## src/common/sfp_pkg.sv

```systemverilog
// Purpose: Shared constants and types of the serial flash port front end
// Assumes: One 200 MHz core clock; serial pins are asynchronous to it
// Notes:   Operation times are typical figures; counts derive from them
//
// How it works
// - Link runs in clock mode 0 or 3; idle clock level at select is free.
// - Single lane: lane zero input is sampled on rising serial clock edges.
// - Single lane: read data leaves on lane one, changed on falling edges.
// - Dual and quad lanes are two-way: sample on rising, drive on falling.
// - Dual uses lanes zero and one; quad adds lanes two and three.
// - Select high deselects the port and releases every output lane.
// - A started erase, program or status write runs on after deselect.
// - Select low selects the port so it takes bits and may return data.
// - After power-up nothing is taken until select falls from high to low.
// - Protect pin held low can block writes to the status register.
// - Protect pin with protect bits and lock bit flags an array hardware lock; program and erase still run.
// - Protect function only in single and dual mode; quad uses it as data.
// - Array is 16 MiB: 256 blocks, 4096 sectors, 65536 pages.
// - Sector n starts at n times 0x1000; sixteen sectors per block.
// - One page program writes from 1 to 256 bytes.
// - Programming only clears bits; each page programs on its own.
// - Erase by sector, block or whole chip, never by page.
package sfp_pkg;
  localparam int ADDR_W            = 24;
  localparam int ARRAY_BYTES       = 16777216;
  localparam int NUM_BLOCKS        = 256;
  localparam int NUM_SECTORS       = 4096;
  localparam int NUM_PAGES         = 65536;
  localparam int SECTORS_PER_BLOCK = 16;
  localparam int PAGE_LSB          = 8;
  localparam int SECTOR_LSB        = 12;
  localparam int BLOCK_LSB         = 16;
  localparam logic [23:0] SECTOR_MASK = 24'h000fff;
  localparam logic [23:0] BLOCK_MASK  = 24'h00ffff;
  localparam logic [23:0] TOP_ADDR    = 24'hffffff;
  localparam logic [8:0]  PROG_MIN    = 9'h001;
  localparam logic [8:0]  PROG_MAX    = 9'h100;
  // Timing, in printed units, then in core cycles
  localparam longint CLK_PERIOD_PS     = 5000;
  localparam longint PROG_TIME_US      = 800;
  localparam longint SECT_ERASE_MS     = 50;
  localparam longint BLOCK_ERASE_MS    = 200;
  localparam longint CHIP_ERASE_S      = 45;
  localparam longint PROG_CYC        = PROG_TIME_US * 1000000 / CLK_PERIOD_PS;
  localparam longint SECT_ERASE_CYC  = SECT_ERASE_MS * 1000000000 / CLK_PERIOD_PS;
  localparam longint BLOCK_ERASE_CYC = BLOCK_ERASE_MS * 1000000000 / CLK_PERIOD_PS;
  localparam longint CHIP_ERASE_CYC  = CHIP_ERASE_S * 64'he8d4a51000 / CLK_PERIOD_PS;
  localparam int     STATUS_WR_CYC   = 16;

  typedef enum logic [1:0] {
    LANES_ONE  = 2'h0,
    LANES_TWO  = 2'h1,
    LANES_FOUR = 2'h3
  } sfp_lanes_t;

  typedef enum logic [2:0] {
    OP_PROGRAM      = 3'h0,
    OP_SECTOR_ERASE = 3'h1,
    OP_BLOCK_ERASE  = 3'h2,
    OP_CHIP_ERASE   = 3'h3,
    OP_STATUS_WRITE = 3'h4,
    OP_PAGE_ERASE   = 3'h5
  } sfp_op_t;

  typedef enum logic [1:0] {
    ST_WAIT_HIGH = 2'h0,
    ST_WAIT_LOW  = 2'h1,
    ST_SEL       = 2'h3,
    ST_IDLE      = 2'h2
  } sfp_link_t;

  typedef struct packed {
    logic [7:0]  block;
    logic [11:0] sector;
    logic [15:0] page;
    logic [7:0]  offset;
  } sfp_map_t;
endpackage

```

## src/rtl/sfp_serial_port.sv

```systemverilog
// Purpose: Serial pin front end, protect pin logic and array map of the flash
// Assumes: Instruction decoder outside sets lane mode and output phase
// Notes:   Serial clock is oversampled; it must stay well below CLK_IN / 4
`timescale 1ns/1ps
`default_nettype none
module sfp_serial_port #(
  parameter logic [33:0] PROG_CYCLES  = 34'(sfp_pkg::PROG_CYC),
  parameter logic [33:0] SECT_CYCLES  = 34'(sfp_pkg::SECT_ERASE_CYC),
  parameter logic [33:0] BLOCK_CYCLES = 34'(sfp_pkg::BLOCK_ERASE_CYC),
  parameter logic [33:0] CHIP_CYCLES  = 34'(sfp_pkg::CHIP_ERASE_CYC),
  parameter logic [33:0] SRW_CYCLES   = 34'(sfp_pkg::STATUS_WR_CYC)
) (
  // Clock and reset
  input  wire logic               CLK_IN,
  input  wire logic               ARST_N_IN,
  // Serial pins
  input  wire logic               SCLK_IN,
  input  wire logic               CS_N_IN,
  input  wire logic [3:0]         LANE_IN,
  output logic      [3:0]         LANE_OUT,
  output logic      [3:0]         LANE_OE_OUT,
  // Decoder side of the stream
  input  wire sfp_pkg::sfp_lanes_t LANE_MODE_IN,
  input  wire logic               OUT_PHASE_IN,
  input  wire logic [3:0]         TX_DATA_IN,
  output logic                    TX_TAKE_OUT,
  output logic                    RX_VALID_OUT,
  output logic      [3:0]         RX_DATA_OUT,
  output logic                    SELECTED_OUT,
  // Protection
  input  wire logic [3:0]         BLOCK_PROTECT_IN,
  input  wire logic               STATUS_WRITE_LOCK_IN,
  output logic                    WP_ACTIVE_OUT,
  output logic                    SR_WRITE_BLOCKED_OUT,
  output logic                    ARRAY_HW_LOCK_OUT,
  // Array operations
  input  wire logic               OP_START_IN,
  input  wire sfp_pkg::sfp_op_t   OP_KIND_IN,
  input  wire logic [23:0]        OP_ADDR_IN,
  input  wire logic [8:0]         PROG_LEN_IN,
  input  wire logic [7:0]         PROG_OLD_IN,
  input  wire logic [7:0]         PROG_NEW_IN,
  output logic                    OP_BUSY_OUT,
  output logic                    OP_REJECT_OUT,
  output logic      [23:0]        RANGE_BASE_OUT,
  output logic      [23:0]        RANGE_LAST_OUT,
  output logic      [7:0]         PROG_MERGE_OUT,
  output sfp_pkg::sfp_map_t       MAP_OUT
);
  import sfp_pkg::*;

  typedef struct packed {
    logic        sclk_s1;
    logic        sclk_s2;
    logic        sclk_d;
    logic        cs_s1;
    logic        cs_s2;
    logic [3:0]  lane_s1;
    logic [3:0]  lane_s2;
    sfp_link_t   link;
    logic        rx_valid;
    logic [3:0]  rx_data;
    logic [3:0]  tx_data;
    logic [3:0]  oe;
    logic [33:0] busy_cnt;
    logic        reject;
    logic [23:0] base;
    logic [23:0] last;
    logic [7:0]  merge;
    sfp_map_t    map;
    logic        wp_active;
    logic        sr_blocked;
    logic        hw_lock;
  } sfp_state_t;

  sfp_state_t s_r;
  sfp_state_t s_nxt;
  logic       rise;
  logic       fall;
  logic       selected;
  logic       busy;
  logic       op_bad;
  logic [3:0] lane_mask;

  ////////////////////////////////////////////////////////////////////////////
  // Edge finding on the sampled serial clock

  // Edges are only acted on while selected, so either idle level is fine
  assign rise     = s_r.sclk_s2 & ~s_r.sclk_d;
  assign fall     = ~s_r.sclk_s2 & s_r.sclk_d;
  assign selected = (s_r.link == ST_SEL);
  assign busy     = (s_r.busy_cnt != 34'h0);

  always_comb begin
    case (LANE_MODE_IN)
      LANES_TWO:  lane_mask = 4'h3;
      LANES_FOUR: lane_mask = 4'hf;
      default:    lane_mask = 4'h2;
    endcase
  end

  always_comb begin
    op_bad = 1'b0;
    case (OP_KIND_IN)
      OP_PROGRAM:      op_bad = (PROG_LEN_IN < PROG_MIN) || (PROG_LEN_IN > PROG_MAX);
      OP_SECTOR_ERASE: op_bad = 1'b0;
      OP_BLOCK_ERASE:  op_bad = 1'b0;
      OP_CHIP_ERASE:   op_bad = 1'b0;
      OP_STATUS_WRITE: op_bad = s_r.sr_blocked;
      OP_PAGE_ERASE:   op_bad = 1'b1;
      default:         op_bad = 1'b1;
    endcase
  end

  ////////////////////////////////////////////////////////////////////////////
  // Next state

  always_comb begin
    s_nxt          = s_r;
    s_nxt.sclk_s1  = SCLK_IN;
    s_nxt.sclk_s2  = s_r.sclk_s1;
    s_nxt.sclk_d   = s_r.sclk_s2;
    s_nxt.cs_s1    = CS_N_IN;
    s_nxt.cs_s2    = s_r.cs_s1;
    s_nxt.lane_s1  = LANE_IN;
    s_nxt.lane_s2  = s_r.lane_s1;
    s_nxt.rx_valid = 1'b0;
    s_nxt.reject   = 1'b0;

    // Power-up holds off until a full high-then-low select is seen
    case (s_r.link)
      ST_WAIT_HIGH: if (s_r.cs_s2) begin
        s_nxt.link = ST_WAIT_LOW;
      end
      ST_WAIT_LOW: if (!s_r.cs_s2) begin
        s_nxt.link = ST_SEL;
      end
      ST_SEL: if (s_r.cs_s2) begin
        s_nxt.link = ST_IDLE;
      end
      ST_IDLE: if (!s_r.cs_s2) begin
        s_nxt.link = ST_SEL;
      end
      default: s_nxt.link = ST_WAIT_HIGH;
    endcase

    if (selected && rise && !OUT_PHASE_IN) begin
      s_nxt.rx_valid = 1'b1;
      case (LANE_MODE_IN)
        LANES_TWO:  s_nxt.rx_data = {2'h0, s_r.lane_s2[1:0]};
        LANES_FOUR: s_nxt.rx_data = s_r.lane_s2;
        default:    s_nxt.rx_data = {3'h0, s_r.lane_s2[0]};
      endcase
    end

    // Drive starts only at a falling edge, giving the host time to let go
    if (!selected || !OUT_PHASE_IN) begin
      s_nxt.oe = 4'h0;
    end else if (fall) begin
      s_nxt.oe = lane_mask;
      if (LANE_MODE_IN == LANES_TWO || LANE_MODE_IN == LANES_FOUR) begin
        s_nxt.tx_data = TX_DATA_IN & lane_mask;
      end else begin
        s_nxt.tx_data = {2'h0, TX_DATA_IN[0], 1'b0};
      end
    end

    // Quad mode turns the protect pin into data lane two
    s_nxt.wp_active  = ~s_r.lane_s2[2] && (LANE_MODE_IN != LANES_FOUR);
    s_nxt.sr_blocked = s_r.wp_active & STATUS_WRITE_LOCK_IN;
    s_nxt.hw_lock    = s_r.sr_blocked & (|BLOCK_PROTECT_IN);

    s_nxt.map.block  = OP_ADDR_IN[23:BLOCK_LSB];
    s_nxt.map.sector = OP_ADDR_IN[23:SECTOR_LSB];
    s_nxt.map.page   = OP_ADDR_IN[23:PAGE_LSB];
    s_nxt.map.offset = OP_ADDR_IN[PAGE_LSB-1:0];
    s_nxt.merge      = PROG_OLD_IN & PROG_NEW_IN;

    // Counter ignores select entirely so a started job always finishes
    if (busy) begin
      s_nxt.busy_cnt = s_r.busy_cnt - 34'h1;
    end
    if (OP_START_IN) begin
      if (busy || op_bad) begin
        s_nxt.reject = 1'b1;
      end else begin
        case (OP_KIND_IN)
          OP_PROGRAM: begin
            s_nxt.busy_cnt = PROG_CYCLES;
            s_nxt.base     = OP_ADDR_IN;
            // Bytes past the page end wrap within the same page
            s_nxt.last = {OP_ADDR_IN[23:8], OP_ADDR_IN[7:0] + 8'(PROG_LEN_IN - 9'h1)};
          end
          OP_SECTOR_ERASE: begin
            s_nxt.busy_cnt = SECT_CYCLES;
            s_nxt.base     = OP_ADDR_IN & ~SECTOR_MASK;
            s_nxt.last     = OP_ADDR_IN | SECTOR_MASK;
          end
          OP_BLOCK_ERASE: begin
            s_nxt.busy_cnt = BLOCK_CYCLES;
            s_nxt.base     = OP_ADDR_IN & ~BLOCK_MASK;
            s_nxt.last     = OP_ADDR_IN | BLOCK_MASK;
          end
          OP_CHIP_ERASE: begin
            s_nxt.busy_cnt = CHIP_CYCLES;
            s_nxt.base     = 24'h000000;
            s_nxt.last     = TOP_ADDR;
          end
          default: begin
            s_nxt.busy_cnt = SRW_CYCLES;
          end
        endcase
      end
    end
  end

  always_ff @(posedge CLK_IN or negedge ARST_N_IN) begin
    if (!ARST_N_IN) begin
      s_r         <= '0;
      // Protect pin idles high; a zero here would falsely lock status writes
      s_r.lane_s1 <= 4'h4;
      s_r.lane_s2 <= 4'h4;
    end else begin
      s_r <= s_nxt;
    end
  end

  ////////////////////////////////////////////////////////////////////////////
  // Outputs

  assign LANE_OUT             = s_r.tx_data;
  assign LANE_OE_OUT          = selected ? s_r.oe : 4'h0;
  assign TX_TAKE_OUT          = selected && fall && OUT_PHASE_IN;
  assign RX_VALID_OUT         = s_r.rx_valid;
  assign RX_DATA_OUT          = s_r.rx_data;
  assign SELECTED_OUT         = selected;
  assign WP_ACTIVE_OUT        = s_r.wp_active;
  assign SR_WRITE_BLOCKED_OUT = s_r.sr_blocked;
  assign ARRAY_HW_LOCK_OUT    = s_r.hw_lock;
  assign OP_BUSY_OUT          = busy;
  assign OP_REJECT_OUT        = s_r.reject;
  assign RANGE_BASE_OUT       = s_r.base;
  assign RANGE_LAST_OUT       = s_r.last;
  assign PROG_MERGE_OUT       = s_r.merge;
  assign MAP_OUT              = s_r.map;
endmodule
`default_nettype wire

```

## config.mk

```make
export PLATFORM = sky130hd
export DESIGN_NAME = sfp_serial_port
export DESIGN_NICKNAME = d
export VERILOG_FILES = /design/src/common/sfp_pkg.sv /design/src/rtl/sfp_serial_port.sv
export SDC_FILE = /design/constraint.sdc
export NUM_CORES = 1
export LEC_CHECK = 0
export BUFFER_PORTS_ARGS = -buffer_cell sky130_fd_sc_hd__buf_2
export CAP_MARGIN = 15
export CORE_ASPECT_RATIO = 1.4
export CORE_MARGIN = 2
export CORE_UTILIZATION = 55
export DETAILED_ROUTE_END_ITERATION = 16
export PLACE_DENSITY = 0.8
export SYNTH_ARGS = -nofsm -noshare
export SYNTH_HDL_FRONTEND = slang
export SYNTH_SLANG_ARGS = --single-unit
```

## constraint.sdc

```tcl
create_clock -name CLK_IN -period 4.15 [get_ports CLK_IN]
set_input_delay 0.83 -clock CLK_IN [delete_from_list [all_inputs] [get_ports CLK_IN]]
set_output_delay 0.83 -clock CLK_IN [all_outputs]
set_load 0.02 [all_outputs]
```

Word-level counts from Yosys, hierarchy flattened
Index checks and enable logic that the tools add are counted.
- logic and storage cells: 94
- input port bits: 73
- bits in registers: 166
- output and inout bits: 120
- bitwise operators: 11
- reduce and logical (&&, ||, !) cells: 22
- equality and inequality tests: 13
- muxes and demuxes: 19
- magnitude comparators: 2
- add/sub/neg operators: 3
- operators by type and width (kind ; count):
    $pmux 48 s4 ; 1
    $pmux 34 s4 ; 1
    $mux 83 ; 1
    $mux 34 ; 2
    $mux 48 ; 1
    $reduce_bool 34->1 ; 1
    $sub 34x1->34 const B ; 1
    $mux 4 ; 4
    $pmux 4 s2 ; 2
    $gt 9x9->1 const B ; 1
    $lt 9x1->1 const B ; 1
    $add 8x8->8 ; 1
    $and 8x8->8 ; 1
    $ne 2x2->1 const B ; 4
    $sub 8x1->8 const B ; 1
    $eq 2x2->1 const B ; 3
    $eq 3x2->1 const B ; 2
    $mux 2 ; 3
    $pmux 2 s3 ; 1
    $reduce_and 3->1 ; 2
    $logic_and 1x1->1 ; 5
    $mux 5 ; 1
    $not 1->1 ; 5
    $and 1x1->1 ; 4
    16 further kinds ; 21

Longest topological paths before layout
- word-level depth: 6
- gate-level depth with buffers: 12
- gate-level depth less buffers: 12

Least setup slack after synthesis
OpenSTA, ideal clock, no wires.
- path kind: register to output
- start point: reg s_r[120] (netlist name)
- end point: out OP_BUSY_OUT
- cell stages (with the launch flop): 6
- required time: 3320 ps
- path buffers: 2
- path slack: 1596 ps
- arrival: 1724 ps
- cell sequence: dfrtp_1 or4_1 buf_2 nor3_4 nand4_1 buf_2
- word-level cells in the longest chain between the ends: 1
- RTL lines (what ; line ; text):
    start: declaration ; sfp_serial_port.sv:76 ; sfp_state_t s_r;
    start signal: assignment ; sfp_serial_port.sv:224 ; s_r <= s_nxt;
    $reduce_bool 34->1 ; sfp_serial_port.sv:92 ; assign busy = (s_r.busy_cnt != 34'h0);
    end: declaration ; sfp_serial_port.sv:43 ; output logic OP_BUSY_OUT,
Every way passes these cells.

Final worst setup path
- start point: reg s_r[116] (netlist name)
- end point: out OP_BUSY_OUT
Same word-level chain as after synthesis.

==> results_dict.tcl <==
set metrics [dict create \
    status "finished, final reports clean" \
    place.gp.congestion 0.831 \
    die_y_um 138 \
    fill_cells 936 \
    cts_max_path_buffers 2 \
    crit_chain "nor4_1, and3b_1, nand4_1, buf_4, buf_2" \
    initial_utilization_pct 56.7 \
    power_frac_seq_pct 41.6 \
    layout-drive-gt1-share_pct 31.2 \
    worstSetupPathType "flop to output pin" \
    ir_drop_mv 0.291 \
    p_comb_share_pct 13.7 \
    critPathMaxFanout 11 \
    drtIter0Drc 310 \
    slowest_delay_ps 670 \
    routed-via-count 5158 \
    syn_nets 789 \
    ant_nets 0 \
    dr.pass1.iters 5 \
    period_minus_slack_ps 3330 \
    synthCells 697 \
    synth_top_area_share_pct 51.0 \
    grt_first_pass_wirelength_mm 25.1 \
    cts_tree "done" \
    dpl.hpwl_mm 10.7 \
    rsz0062_at_grt "no" \
    nNetsFinal 876 \
    p_sw_share_pct 26.9 \
    synth_edf_count 0 \
    p_leak_nw 4.04 \
    skew_ps 9.12 \
    max_cap_violations 0 \
    synthArstFlopShare_pct 100 \
    ios 193 \
    internal_power_mw 2.74 \
    crit_required_ps 3320 \
    grt_usage_pct 23.3 \
    grt_max_degree 122 \
    reg2regPathDepth 7 \
    cts_resized 0 \
    regToRegSetupSlack_ps 1100 \
    clk_pin_slew_ps 60 \
    worstSetupStartpointType "flop" \
    fp.coreArea_mm2 0.0124 \
    synthTopCellsByArea "dfrtp_1 51%, buf_4 12%, nand2_1 4.4%" \
    slew_viol_final 0 \
    p_clk_share_pct 44.7 \
    hold_class "primary input to asynchronous set/reset pin" \
    vias_per_cell 5.44 \
    timing.final.crit_share_pct 80.2 \
    antenna_found_initial 2 \
    cts_max_level 4 \
    die_area_mm2 0.0137 \
    worst_slew_pin_slew_ps 726 \
    finalSetupViolCount 0 \
    rows 48 \
    wl_per_cell_um 16.0 \
    postCtsSetupRepairBufs 0 \
    synth_area_mm2 0.00701 \
    ys_warn_count 0 \
    tns_ps 0 \
    rr_endpoint "RANGE_LAST_OUT[8]" \
    power_density_mw_per_mm2 469 \
    die_x_um 99.4 \
    grt_remaining_overflow 0 \
    synth_cell_types 59 \
    critPathSlowestCell "nor4_1" \
    portBuffers 192 \
    cts_sinks 145 \
    r2r_start "s_r[116]" \
    whs_ps 282 \
    postCtsHoldBufs 0 \
    cp.arrival_ps 2500 \
    grt_pass1_vias 5287 \
    numCtsBuffers 17 \
    synth-seq-area-share_pct 51.8 \
    hold_viol 0 \
    area_growth_pct 13.9 \
    yosys_most_used_dff "dfrtp_1" \
    drt-total-wl_mm 15.2 \
    insertion_delay_ps 420 \
    max-slew-margin-rel_pct 51.2 \
    root_buffer "clkbuf_16" \
    avgSynthCellArea_um2 10.1 \
    crit_path_end_kind "output pin" \
    drc 0 \
    yosysTopAreaCell "dfrtp_1" \
    ys_ff_latch 145 \
    timing.fmax_mhz 300 \
    switchingPower_mw 1.01 \
]
stage by stage:
stage                     util, %  total power [mW]  area (µm²)  instances  worst slack (ps)
final                        64.5              3.75        7980        948               821
after global routing         64.5              3.89        7980        948               708
after CTS                    64.3              3.76        7950        946               848
after detailed placement     59.1              2.09        7310        914               961
after global placement       59.1              2.06        7310        914              1060
after floorplan                 -              1.97        7010        697              1600
state kept, by name, summed over array words and instances (netlist names):
name / flops
SR_WRITE_BLOCKED_OUT: 1
PROG_MERGE_OUT: 8
WP_ACTIVE_OUT: 1
LANE_OUT: 4
RANGE_BASE_OUT: 24
RX_DATA_OUT: 4
s_nxt: 7
MAP_OUT: 24
s_r: 45
OP_REJECT_OUT: 1
ARRAY_HW_LOCK_OUT: 1
RX_VALID_OUT: 1
RANGE_LAST_OUT: 24
synthesized netlist by cell type, types with 3 or more instances:
library cell and number:
a21o_1 3, a21oi_1 8, a31oi_1 13, and2_1 13
and3_1 4, buf_2 8, buf_4 111, clkbuf_1 11
dfrtp_1 143, ha_1 18, inv_1 36, mux2i_1 4
nand2_1 83, nand3_1 23, nand4_1 4, nor2_1 61
nor2b_1 4, nor3_1 29, nor4_1 6, o21a_1 4
o21ai_0 17, o21ai_1 9, o21bai_1 3, o31ai_2 7
or4_1 6, xnor2_1 14, xor2_1 14
worst max-delay path: cells and delay by family, from the launching register on:
| family | cells | cell delay, ps |
|---|---|---|
| DFF | 1 | 430 |
| buffers and inverters | 2 | 380 |
| and+or+nand+nor | 3 | 1260 |
area by class of cell:
class	count	area (µm²)	area share, %
Clock inverter	12	191	2.40
Multi-Input combinational cell	385	2330	29.1
Timing Repair Buffer	199	1050	13.2
Clock buffer	20	457	5.72
Tap cell	150	188	2.35
Sequential cell	145	3630	45.5
Antenna cell	1	2.50	0.0313
Inverter	36	135	1.69
kinds of logic after synthesis:
kind of cell	count (synthesis)	synth area share (%)
AOI/OAI and AO/OA	79	7.83
xor gates and xnor gates	28	3.50
adders and majority gates	19	3.50
buffers and inverters	167	15.1
DFF	145	51.8
muxes	6	0.892
and+or+nand+nor	253	17.3
cells in the final DEF (no fill, tap or decap), drive strengths merged, types with 2 or more instances in the layout:
cell	synthesis	routed
bufinv	0	4
nand4b	2	2
a21oi	8	8
clkbuf	11	20
nor4	6	6
nand2	83	83
and3	4	4
a211oi	3	3
o41ai	2	2
and4	2	2
nor3	30	30
mux2	2	2
or4	6	6
a21o	3	3
dfstp	2	2
ha	18	18
xnor2	14	14
nor2b	4	4
a31oi	14	14
nand2b	3	3
o21a	4	4
nand4	5	5
and2	14	14
mux2i	4	4
nor2	62	62
o31ai	9	9
o21bai	3	3
o21ai	26	26
dfrtp	143	143
nand3b	2	2
inv	36	42
nand3	23	23
buf	120	199
xor2	14	14
per-layer routing:
layer | global-route usage (%) | vias to the layer above | wire length (µm)
met5 | 0 | - | 13
met4 | 12.3 | 2 | 453
met3 | 5.02 | 44 | 808
met2 | 41.6 | 201 | 8200
met1 | 25.9 | 2522 | 5690
li1 | - | 2389 | -
power groups by stage:
stage	clock network, mW	logic [mW]	registers (mW)
final	1.68	0.512	1.56
after global routing	1.75	0.562	1.57
after CTS	1.69	0.514	1.56
after detailed placement	0	0.506	1.58
after global placement	0	0.486	1.58
after floorplan	0	0.401	1.57
worst max path at each step:
stage | from | to | slack, ps
final | s_r[116] | OP_BUSY_OUT | 820
after global routing | s_r[116] | OP_BUSY_OUT | 710
after CTS | s_r[116] | OP_BUSY_OUT | 850
after detailed placement | PROG_LEN_IN[6] | s_r[116] | 960
after global placement | PROG_LEN_IN[6] | RANGE_LAST_OUT[1] | 1060
after floorplan | s_r[120] | OP_BUSY_OUT | 1600
Power figures use the tool's default switching activity.
